$ cat src/include/rpwt_pkg.sv
// Package for the remote pulse width timer: addresses, fields, reset values, bus carrier
package rpwt_pkg;
  localparam logic [7:0] RPWT_ADDR_CTRL    = 8'he8;
  localparam logic [7:0] RPWT_ADDR_SHARED  = 8'he9;
  localparam logic [7:0] RPWT_ADDR_FALL    = 8'hea;

  localparam int unsigned RPWT_BIT_ST      = 0;
  localparam int unsigned RPWT_BIT_RUN     = 1;
  localparam int unsigned RPWT_CKSEL_LSB   = 2;
  localparam int unsigned RPWT_BIT_CAP     = 5;

  localparam logic [7:0] RPWT_CTRL_RST     = 8'h00;
  localparam logic [7:0] RPWT_CTRL_MASK    = 8'h3f;
  localparam logic [7:0] RPWT_CAP_RST      = 8'h00;
  localparam logic [7:0] RPWT_CNT_RST      = 8'h00;
  localparam logic [7:0] RPWT_DATA_RST     = 8'h00;

  localparam int unsigned RPWT_PRE_W       = 12;
  localparam logic [RPWT_PRE_W-1:0] RPWT_PRE_RST = 12'h000;

  typedef enum logic [2:0] {
    RPWT_CK_OFF0  = 3'h0,
    RPWT_CK_OFF1  = 3'h1,
    RPWT_CK_D32   = 3'h2,
    RPWT_CK_D256  = 3'h3,
    RPWT_CK_D512  = 3'h4,
    RPWT_CK_D1024 = 3'h5,
    RPWT_CK_D2048 = 3'h6,
    RPWT_CK_D4096 = 3'h7
  } rpwt_cksel_e;

  typedef struct packed {
    logic [7:0] addr;
    logic       wr;
    logic       bit_wr;
    logic [2:0] bit_sel;
    logic       bit_val;
    logic [7:0] wdata;
    logic       rd;
  } rpwt_req_s;
endpackage

$ cat src/logic/rpwt_remote_timer.sv
// Remote pulse width timer: free-running counter, filtered edge capture, register port
// Operation
// - Free 8-bit counter captured at valid edges
// - Sample every two count clocks, twice
// - Pulses under two count clocks ignored
// - Capture counter on detected valid edge
// - Rising capture updates only on rise
// - Falling capture updates only on fall
// - Captures readable, zero after reset
// - Counter counts pulses, cleared by stop
// - Control bit 5 selects capture mode
// - Bits 4..2 select oscillator divider
// - Control bit 1 pauses or runs
// - Control bit 0 stops/clears, restarts
// - Shared address: capture mode reads capture
// - Control register: bit and byte writes
// - Control register resets to zero
module rpwt_remote_timer
  import rpwt_pkg::*;
#(
  parameter int unsigned CNT_W = 8
) (
  input  wire logic             ref_clk,
  input  wire logic             rst,
  input  wire rpwt_req_s        bus_req,
  output logic [7:0]            bus_rdata,
  input  wire logic             pulse_input_pin,
  output logic [7:0]            write_only_data_reg,
  output logic                  capture_event
);

  // Prescaler tap: count pulse when the low bits of the divider are all ones
  function automatic logic tick_of(input rpwt_cksel_e sel,
                                   input logic [RPWT_PRE_W-1:0] pre);
    logic t;
    t = 1'b0;
    unique case (sel)
      RPWT_CK_OFF0, RPWT_CK_OFF1: t = 1'b0;
      RPWT_CK_D32:   t = &pre[4:0];
      RPWT_CK_D256:  t = &pre[7:0];
      RPWT_CK_D512:  t = &pre[8:0];
      RPWT_CK_D1024: t = &pre[9:0];
      RPWT_CK_D2048: t = &pre[10:0];
      RPWT_CK_D4096: t = &pre[11:0];
    endcase
    return t;
  endfunction

  // Control address hit, shared by the write decode and the restart detect
  function automatic logic ctrl_hit(input logic [7:0] addr);
    return addr == RPWT_ADDR_CTRL;
  endfunction

  logic [7:0]            ctrl_q,  ctrl_d;
  logic [RPWT_PRE_W-1:0] pre_q,   pre_d;
  logic [CNT_W-1:0]      cnt_q,   cnt_d;
  logic [CNT_W-1:0]      rise_q,  rise_d;
  logic [CNT_W-1:0]      fall_q,  fall_d;
  logic                  phase_q, phase_d;
  logic                  samp1_q, samp1_d;
  logic                  level_q, level_d;
  logic [7:0]            data_q,  data_d;
  logic [7:0]            rdata_q, rdata_d;
  logic                  cev_q,   cev_d;

  logic count_tick;
  logic sample_tick;
  logic edge_seen;
  logic cap_mode;
  logic restart;

  assign count_tick  = tick_of(rpwt_cksel_e'(ctrl_q[RPWT_CKSEL_LSB +: 3]), pre_q);
  assign sample_tick = count_tick & phase_q;
  // New level held on two consecutive samples; shorter pulses never qualify
  assign edge_seen   = sample_tick & (samp1_q == pulse_input_pin) & (samp1_q != level_q);
  assign cap_mode    = ctrl_q[RPWT_BIT_CAP];
  // Writing a one to stop/clear restarts from zero even when it was already set
  assign restart     = ctrl_hit(bus_req.addr) &
                       ((bus_req.wr & bus_req.wdata[RPWT_BIT_ST]) |
                        (~bus_req.wr & bus_req.bit_wr & bus_req.bit_val &
                         (bus_req.bit_sel == 3'(RPWT_BIT_ST))));

  // Control register: byte write or single-bit write
  always_comb begin
    ctrl_d = ctrl_q;
    if (bus_req.wr && ctrl_hit(bus_req.addr)) begin
      ctrl_d = bus_req.wdata & RPWT_CTRL_MASK;
    end else if (bus_req.bit_wr && ctrl_hit(bus_req.addr)) begin
      ctrl_d[bus_req.bit_sel] = bus_req.bit_val;
      ctrl_d = ctrl_d & RPWT_CTRL_MASK;
    end
  end

  always_ff @(posedge ref_clk or posedge rst) begin
    if (rst) begin
      ctrl_q <= RPWT_CTRL_RST;
    end else begin
      ctrl_q <= ctrl_d;
    end
  end

  // Write-only data register behind the shared address
  always_comb begin
    data_d = data_q;
    if (bus_req.wr && bus_req.addr == RPWT_ADDR_SHARED) begin
      data_d = bus_req.wdata;
    end
  end

  always_ff @(posedge ref_clk or posedge rst) begin
    if (rst) begin
      data_q <= RPWT_DATA_RST;
    end else begin
      data_q <= data_d;
    end
  end

  // Prescaler runs always; sampling phase toggles on each count pulse of the selected clock
  always_comb begin
    pre_d   = pre_q + 1'b1;
    phase_d = phase_q;
    if (count_tick) begin
      phase_d = ~phase_q;
    end
  end

  always_ff @(posedge ref_clk or posedge rst) begin
    if (rst) begin
      pre_q   <= RPWT_PRE_RST;
      phase_q <= 1'b0;
    end else begin
      pre_q   <= pre_d;
      phase_q <= phase_d;
    end
  end

  // Counter: held at zero while stopped, wraps freely while running
  always_comb begin
    cnt_d = cnt_q;
    if (!ctrl_q[RPWT_BIT_ST] || restart) begin
      cnt_d = CNT_W'(RPWT_CNT_RST);
    end else if (ctrl_q[RPWT_BIT_RUN] && count_tick) begin
      cnt_d = cnt_q + 1'b1;
    end
  end

  always_ff @(posedge ref_clk or posedge rst) begin
    if (rst) begin
      cnt_q <= CNT_W'(RPWT_CNT_RST);
    end else begin
      cnt_q <= cnt_d;
    end
  end

  // Edge filter: last sample and the level last accepted as valid
  always_comb begin
    samp1_d = samp1_q;
    level_d = level_q;
    if (sample_tick) begin
      samp1_d = pulse_input_pin;
    end
    if (edge_seen) begin
      level_d = samp1_q;
    end
  end

  // Level starts low: the pin is assumed idle low, so no false edge after reset
  always_ff @(posedge ref_clk or posedge rst) begin
    if (rst) begin
      samp1_q <= 1'b0;
      level_q <= 1'b0;
    end else begin
      samp1_q <= samp1_d;
      level_q <= level_d;
    end
  end

  // Captures only in capture mode; timer mode still tracks the level
  always_comb begin
    rise_d = rise_q;
    fall_d = fall_q;
    cev_d  = 1'b0;
    if (edge_seen && cap_mode) begin
      cev_d = 1'b1;
      if (samp1_q) begin
        rise_d = cnt_q;
      end else begin
        fall_d = cnt_q;
      end
    end
  end

  always_ff @(posedge ref_clk or posedge rst) begin
    if (rst) begin
      rise_q <= CNT_W'(RPWT_CAP_RST);
      fall_q <= CNT_W'(RPWT_CAP_RST);
      cev_q  <= 1'b0;
    end else begin
      rise_q <= rise_d;
      fall_q <= fall_d;
      cev_q  <= cev_d;
    end
  end

  // Registered read data, one cycle after the read strobe
  always_comb begin
    rdata_d = rdata_q;
    if (bus_req.rd) begin
      unique case (bus_req.addr)
        RPWT_ADDR_CTRL:   rdata_d = ctrl_q;
        RPWT_ADDR_SHARED: rdata_d = 8'(cap_mode ? rise_q : cnt_q);
        RPWT_ADDR_FALL:   rdata_d = 8'(fall_q);
        default:          rdata_d = 8'h00;
      endcase
    end
  end

  always_ff @(posedge ref_clk or posedge rst) begin
    if (rst) begin
      rdata_q <= 8'h00;
    end else begin
      rdata_q <= rdata_d;
    end
  end

  assign bus_rdata           = rdata_q;
  assign write_only_data_reg = data_q;
  assign capture_event       = cev_q;

endmodule

$ cat config.mk
export PLATFORM = sky130hd
export DESIGN_NAME = rpwt_remote_timer
export DESIGN_NICKNAME = d
export VERILOG_FILES = /design/src/include/rpwt_pkg.sv /design/src/logic/rpwt_remote_timer.sv
export SDC_FILE = /design/constraint.sdc
export NUM_CORES = 1
export LEC_CHECK = 0
export BUFFER_PORTS_ARGS = -buffer_cell sky130_fd_sc_hd__buf_2
export CORE_MARGIN = 5
export CORE_UTILIZATION = 55
export DETAILED_ROUTE_END_ITERATION = 10
export PLACE_DENSITY = 0.77
export SYNTH_ARGS = -nofsm -noshare
export SYNTH_HDL_FRONTEND = slang
export SYNTH_SLANG_ARGS = --single-unit
$ cat constraint.sdc
create_clock -name ref_clk -period 3.5 [get_ports ref_clk]
set_input_delay 0 -clock ref_clk [delete_from_list [all_inputs] [get_ports ref_clk]]
set_output_delay 0 -clock ref_clk [all_outputs]
set_load 0.02 [all_outputs]
==> flow_metrics.py, run 1 <==
metrics = {
    "place": {
        "portBuffers": 42,
        "dp.cells": 381,
        "place.gp.congestion": 0.771,
        "placed_cell_area_mm2": 0.00334,
        "place_hpwl_um": 4570,
    },
    "critical_path": {
        "path_cells": "ha_1 > nand4_1 > nor2_1 > ha_1 > nor2b_1 > a311o_1 > nand4_4 > nor2_2 > mux2_2",
        "crit_slowest_cell": "nor2_2",
        "critPathCaptureType": "register",
        "crit_arrival_ns": 2.87,
        "worstPathMaxFanout": 8,
        "critPathMaxStageDelay_ns": 0.43,
        "crit_required_ns": 3.73,
        "worst-path-buf-inv": 0,
        "critical-path-top-delay-family": "simple AND/OR/NAND/NOR gates",
        "start_kind": "register",
        "crit_top_cell": "ha_1",
        "crit_type": "reg2reg",
    },
    "finish": {
        "largest_register_ffs": 12,
        "final_cell_area_mm2": 0.00365,
        "ff_latch_area_mm2": 0.00155,
        "area_growth_pct": 18.7,
        "largest_register": "pre_q",
        "nets": 361,
        "antennaDiodeCount": 0,
        "multiInputGateArea_mm2": 0.00143,
        "fillerInstances": 425,
        "final_cells": 408,
        "drive_above_1_share_pct": 28.0,
        "post-route-util_pct": 66.7,
    },
    "timing": {
        "relSlewSlack_pct": 39.1,
        "max_clock_freq_mhz": 379,
        "post-route-period-util_pct": 75.5,
        "finalHoldViolations": 0,
        "timing.final.max_slew_violations": 0,
        "tightest_slew_ns": 0.906,
        "fin_skew_ns": 0.00562,
        "setup_viol": 0,
        "holdWs_ns": 0.0760,
        "setup_tns_ns": 0,
        "rsz0062_at_grt": "no",
        "period_minus_slack_ns": 2.64,
    },
    "drt": {
        "dr.pass1.iters": 4,
        "wl_per_cell_um": 15.8,
        "drc_errors": 0,
        "ant_nets": 0,
        "drt_wl_total_um": 6450,
        "num_vias": 2308,
        "detail_route.iter0.violations": 97,
        "viasPerCell": 5.66,
    },
    "clock_tree": {
        "clockBufferDepth": 2,
        "htreeDepth": 3,
        "cts_buffers": 9,
        "path_clk_slew_ns": 0.07,
        "clk_latency_ns": 0.35,
        "cts-resized-gates": 0,
        "cts_tree": "done",
        "cts_sinks": 62,
        "clockRootBuffer": "clkbuf_8",
        "cts_setup_buffers": 0,
    },
    "logic_synthesis": {
        "synth_top_area_share_pct": 50.4,
        "synth.avg_cell_area_um2": 11.2,
        "synth_area_mm2": 0.00308,
        "yosysWarnings": 0,
        "synth_largest_area_cell": "dfrtp_1",
        "yosysMostFrequentCell": "dfrtp_1",
        "synth_flop_cell": "dfrtp_1",
        "synth_cell_types": 45,
        "synth_nets": 305,
        "seq_area_frac_synth_pct": 50.4,
        "synthTopCellsByArea": "dfrtp_1, mux2i_1, mux2_2",
        "synthTopCellsByCount": "dfrtp_1, nand2_1, mux2i_1",
        "ys_seq_elements": 62,
        "syn_inst": 275,
        "synthArstFlopShare_pct": 100,
        "synth_edf_count": 0,
    },
    "global_routing": {
        "grt_pass1_vias": 2343,
        "grt_overflow": 0,
        "grt_pass1_wl_um": 11000,
        "antenna_found_initial": 0,
        "gr-usage-all-layers_pct": 19.4,
        "grt_max_degree": 41,
    },
    "die": {
        "die_h_um": 84.8,
        "dieArea_mm2": 0.00719,
        "die_w_um": 84.8,
        "io_pins": 43,
        "core_area_mm2": 0.00547,
        "start_util_pct": 56.2,
        "placement_rows": 27,
    },
    "flow_run": {
        "drv_cap": 0,
    },
    "pwr": {
        "vdd_drop_max_mv": 0.349,
        "power.density_mw_per_mm2": 393,
        "leakagePower_nw": 1.70,
    },
    "hold_path": {
        "hp-class": "in2reg",
    },
    "status": {
        "status": "complete, no violations",
    },
}
through the flow:
step	power (mW)	worst slack, ns
floorplan	0.779	1.21
global route	1.49	0.663
detailed placement	0.809	0.901
finish	1.43	0.859
global placement	0.808	0.999
CTS	1.45	0.852
area by class of cell:
cell class / instances / share of cell area, %
Clock buffer: 9 / 3.39
Sequential cell: 62 / 42.5
Timing Repair Buffer: 54 / 8.98
Clock inverter: 7 / 2.06
Inverter: 13 / 1.34
Tap cell: 72 / 2.47
Multi-Input combinational cell: 191 / 39.3
tightest hold or removal path, delay by kind of cell:
kind	cells	cell delay, ns
buf+inv	2	0.23
compound gates	1	0.15
cells by family (layout without fill, tap and decap cells):
kind of cell | Yosys count | after routing | share of synthesized area [%]
simple gates | 81 | 81 | 14.9
mux | 45 | 45 | 16.6
fa+ha+maj | 4 | 4 | 1.63
xor+xnor | 12 | 12 | 3.42
buf+inv | 22 | 83 | 2.97
flops | 62 | 62 | 50.4
compound gates | 49 | 49 | 10.0
power breakdown:
part / internal, mW / switching, mW / total (mW)
combinational: 0.0335 / 0.0461 / 0.0796
clock: 0.329 / 0.300 / 0.629
sequential: 0.721 / 0.00336 / 0.725
per-layer routing:
layer	share of wire, %	vias to the layer above	routed length [µm]	GRT usage, %
met5	0	-	0	0
met4	2.6	0	168	7.63
met3	3.6	19	234	5.50
met2	50	43	3200	31.7
met1	44	1135	2840	24.4
li1	-	1111	-	-
layout by cell type (no fill, tap or decap), types with 2 or more instances in the layout:
cell / Yosys / final
nor4_2: 2 / 2
o22ai_1: 14 / 14
nor4_1: 2 / 2
mux2i_1: 20 / 20
nor3_1: 2 / 2
clkinv_4: 0 / 2
and3_1: 6 / 6
mux2_4: 8 / 8
nor2_1: 11 / 11
nand2_1: 24 / 24
a31oi_1: 2 / 2
a21oi_1: 12 / 12
inv_1: 13 / 12
nand4b_1: 2 / 2
dlygate4sd3_1: 0 / 11
o31ai_1: 2 / 2
nand3_1: 9 / 9
nand4_1: 3 / 3
buf_2: 1 / 42
clkbuf_8: 0 / 9
o21ai_0: 12 / 12
dfrtp_1: 62 / 62
nor3b_1: 3 / 3
mux2_2: 17 / 17
clkinvlp_4: 0 / 3
nor2b_1: 2 / 2
ha_1: 4 / 4
or3_1: 3 / 3
nand2b_1: 4 / 4
xnor2_1: 8 / 8
xor2_1: 4 / 4
worst paths after layout:
check,cells past startpoint,from,endpoint,slack [ns]
worst max-delay path,9,pre_q[0]$_DFF_PP0_,rise_q[4]$_DFFE_PP0P_,0.86
worst min-delay path,3,bus_req[14],ctrl_q[0]$_DFFE_PP0P_,0.08
worst max register to register,9,pre_q[0]$_DFF_PP0_,rise_q[4]$_DFFE_PP0P_,0.86
worst min register to register,1,pre_q[11]$_DFF_PP0_,pre_q[11]$_DFF_PP0_,0.47
max in group asynchronous,4,rst,cnt_q[4]$_DFFE_PP0P_,2.42
min in group asynchronous,3,rst,pre_q[7]$_DFF_PP0_,0.21
what timing repair did:
action	in CTS	in global routing
hold buffers	11	0
endpoints found under the hold margin	46	0
endpoints found under the setup margin	0	0
(Power assumes the default switching activity.)
==> inputs of run 2 (changes only) <==
==> constraint.sdc (replaced) <==
create_clock -name ref_clk -period 2.6 [get_ports ref_clk]
set_input_delay 0 -clock ref_clk [delete_from_list [all_inputs] [get_ports ref_clk]]
set_output_delay 0 -clock ref_clk [all_outputs]
set_load 0.02 [all_outputs]
==> flow_metrics.py, run 2 (same netlist as run 1, synthesis figures left out) <==
metrics = {
    "critical_path": {
        "critPathCaptureType": "register",
        "crit_arrival_ns": 2.71,
        "crit_type": "reg2reg",
        "crit_required_ns": 2.82,
        "worstPathMaxFanout": 8,
        "timing.rr.start": "pre_q[0]$_DFF_PP0_",
        "start_kind": "register",
        "crit_path_start": "pre_q[0]$_DFF_PP0_",
    },
    "finish": {
        "nets": 366,
        "area_growth_pct": 20.9,
        "largest_register": "pre_q",
        "largest_register_ffs": 12,
        "antennaDiodeCount": 0,
        "drive_above_1_share_pct": 29.7,
        "layout_common_cells": "dfrtp_1, buf_2, nand2_1",
        "layout_commonest_cell": "dfrtp_1",
    },
    "drt": {
        "num_vias": 2369,
        "wl_per_cell_um": 16.6,
        "detail_route.iter0.violations": 116,
        "drt_wl_total_um": 6840,
        "ant_nets": 0,
        "drc_errors": 0,
        "dr.pass1.iters": 4,
        "viasPerCell": 5.75,
    },
    "pwr": {
        "power_mw": 1.96,
        "leakagePower_nw": 1.72,
        "switchingPower_uw": 424,
        "intPower_mw": 1.53,
        "power_frac_comb_pct": 5.5,
        "pwr-share-clk_pct": 44.5,
        "swShare_pct": 21.7,
        "power.density_mw_per_mm2": 526,
        "vdd_drop_max_mv": 0.404,
        "seqPwrFrac_pct": 49.9,
    },
    "die": {
        "placement_rows": 27,
        "io_pins": 43,
        "dieArea_mm2": 0.00719,
        "die_w_um": 84.8,
        "start_util_pct": 56.2,
        "die_h_um": 84.8,
        "core_area_mm2": 0.00547,
    },
    "timing": {
        "tightest_slew_ns": 0.825,
        "max_clock_freq_mhz": 402,
        "holdWs_ns": 0.0907,
        "setup_ws_ns": 0.114,
        "period_minus_slack_ns": 2.49,
        "setup_viol": 0,
        "post-route-period-util_pct": 95.6,
        "timing.final.max_slew_violations": 0,
        "finalHoldViolations": 0,
        "relSlewSlack_pct": 44.5,
        "fin_skew_ns": 0.00668,
    },
    "hold_path": {
        "hold_start": "bus_req[11]",
        "hp-class": "in2reg",
    },
    "place": {
        "place.gp.congestion": 0.803,
        "portBuffers": 42,
        "place_ws_ns": -0.0000488,
        "place_hpwl_um": 4680,
    },
    "global_routing": {
        "antenna_found_initial": 0,
        "grt_max_degree": 46,
        "gr-usage-all-layers_pct": 20.7,
        "grt_overflow": 0,
        "grt_pass1_vias": 2413,
        "grt_pass1_wl_um": 11600,
    },
    "clock_tree": {
        "htreeDepth": 3,
        "clk_latency_ns": 0.34,
        "path_clk_slew_ns": 0.07,
        "cts_buffers": 9,
        "cts_sinks": 62,
        "clockRootBuffer": "clkbuf_8",
        "cts_tree": "done",
        "clockBufferDepth": 2,
    },
    "flow_run": {
        "drv_cap": 0,
    },
    "status": {
        "status": "complete, no violations",
    },
}
==> run 2: critical path, cell delays in order (launching register included) <==
cell	delay, ns
dfrtp_1	0.38
ha_2	0.21
nand4_1	0.15
nor2_2	0.16
ha_1	0.15
nor2b_1	0.16
a311o_1	0.18
buf_4	0.15
nand4_4	0.16
nor2_4	0.29
mux2_2	0.38
==> run 2: area by class of cell <==
class	instances	area, µm²
tap	72	90.1
clock buffer	12	165
fill	432	1760
clock inverter	3	42.5
inverter	13	48.8
sequential	62	1550
multi-input combinational	191	1450
timing repair buffer	59	365
==> run 2: power by group through the flow <==
| stage | Sequential (mW) | Clock (mW) | Combinational [mW] |
|---|---|---|---|
| after detailed placement | 0.994 | 0 | 0.0952 |
| after global placement | 0.994 | 0 | 0.0937 |
| final | 0.977 | 0.870 | 0.108 |
| after floorplan | 1.00 | 0 | 0.0477 |
| after global routing | 0.977 | 0.941 | 0.122 |
| after CTS | 0.976 | 0.889 | 0.109 |
==> run 2: path summary, 6_finish.rpt <==
path	endpoint	slack [ns]	depth (start not counted)
setup / recovery	rise_q[6]$_DFFE_PP0P_	0.11	10
hold / removal	ctrl_q[1]$_DFFE_PP0P_	0.09	4
setup reg to reg	rise_q[6]$_DFFE_PP0P_	0.11	10
hold reg to reg	pre_q[11]$_DFF_PP0_	0.47	1
max in group asynchronous	write_only_data_reg[1]$_DFFE_PP0P_	1.54	4
min in group asynchronous	pre_q[6]$_DFF_PP0_	0.18	3
==> run 2: repair_timing <==
item | in CTS | in global routing
hold endpoints to repair | 41 | 0
buffers inserted | 0 | 4
hold buffers | 11 | 0
setup endpoints to repair | 12 | 20
pin swaps | 0 | 3
resized for setup | 1 | 5
==> run 2: per-stage QoR <==
stage	instance area, µm²	std cells	util (%)	TNS, ns
2_1_floorplan	3080	275	-	0
3_3_place_gp	3350	382	61.2	0
3_5_place_dp	3350	382	61.2	-0.0000488
4_1_cts	3670	408	67.0	-0.113
5_1_grt	3720	412	67.9	-0.158
6_report	3720	412	67.9	0
==> run 2: layer usage <==
layer  vias to the layer above  global-route usage [%]  part of all wire [%]
met5                         -                       0                     0
met4                         0                    4.75                   1.3
met3                         9                    7.56                   5.5
met2                        68                    34.9                    53
met1                      1170                    25.3                    40
li1                       1122                       -                     -
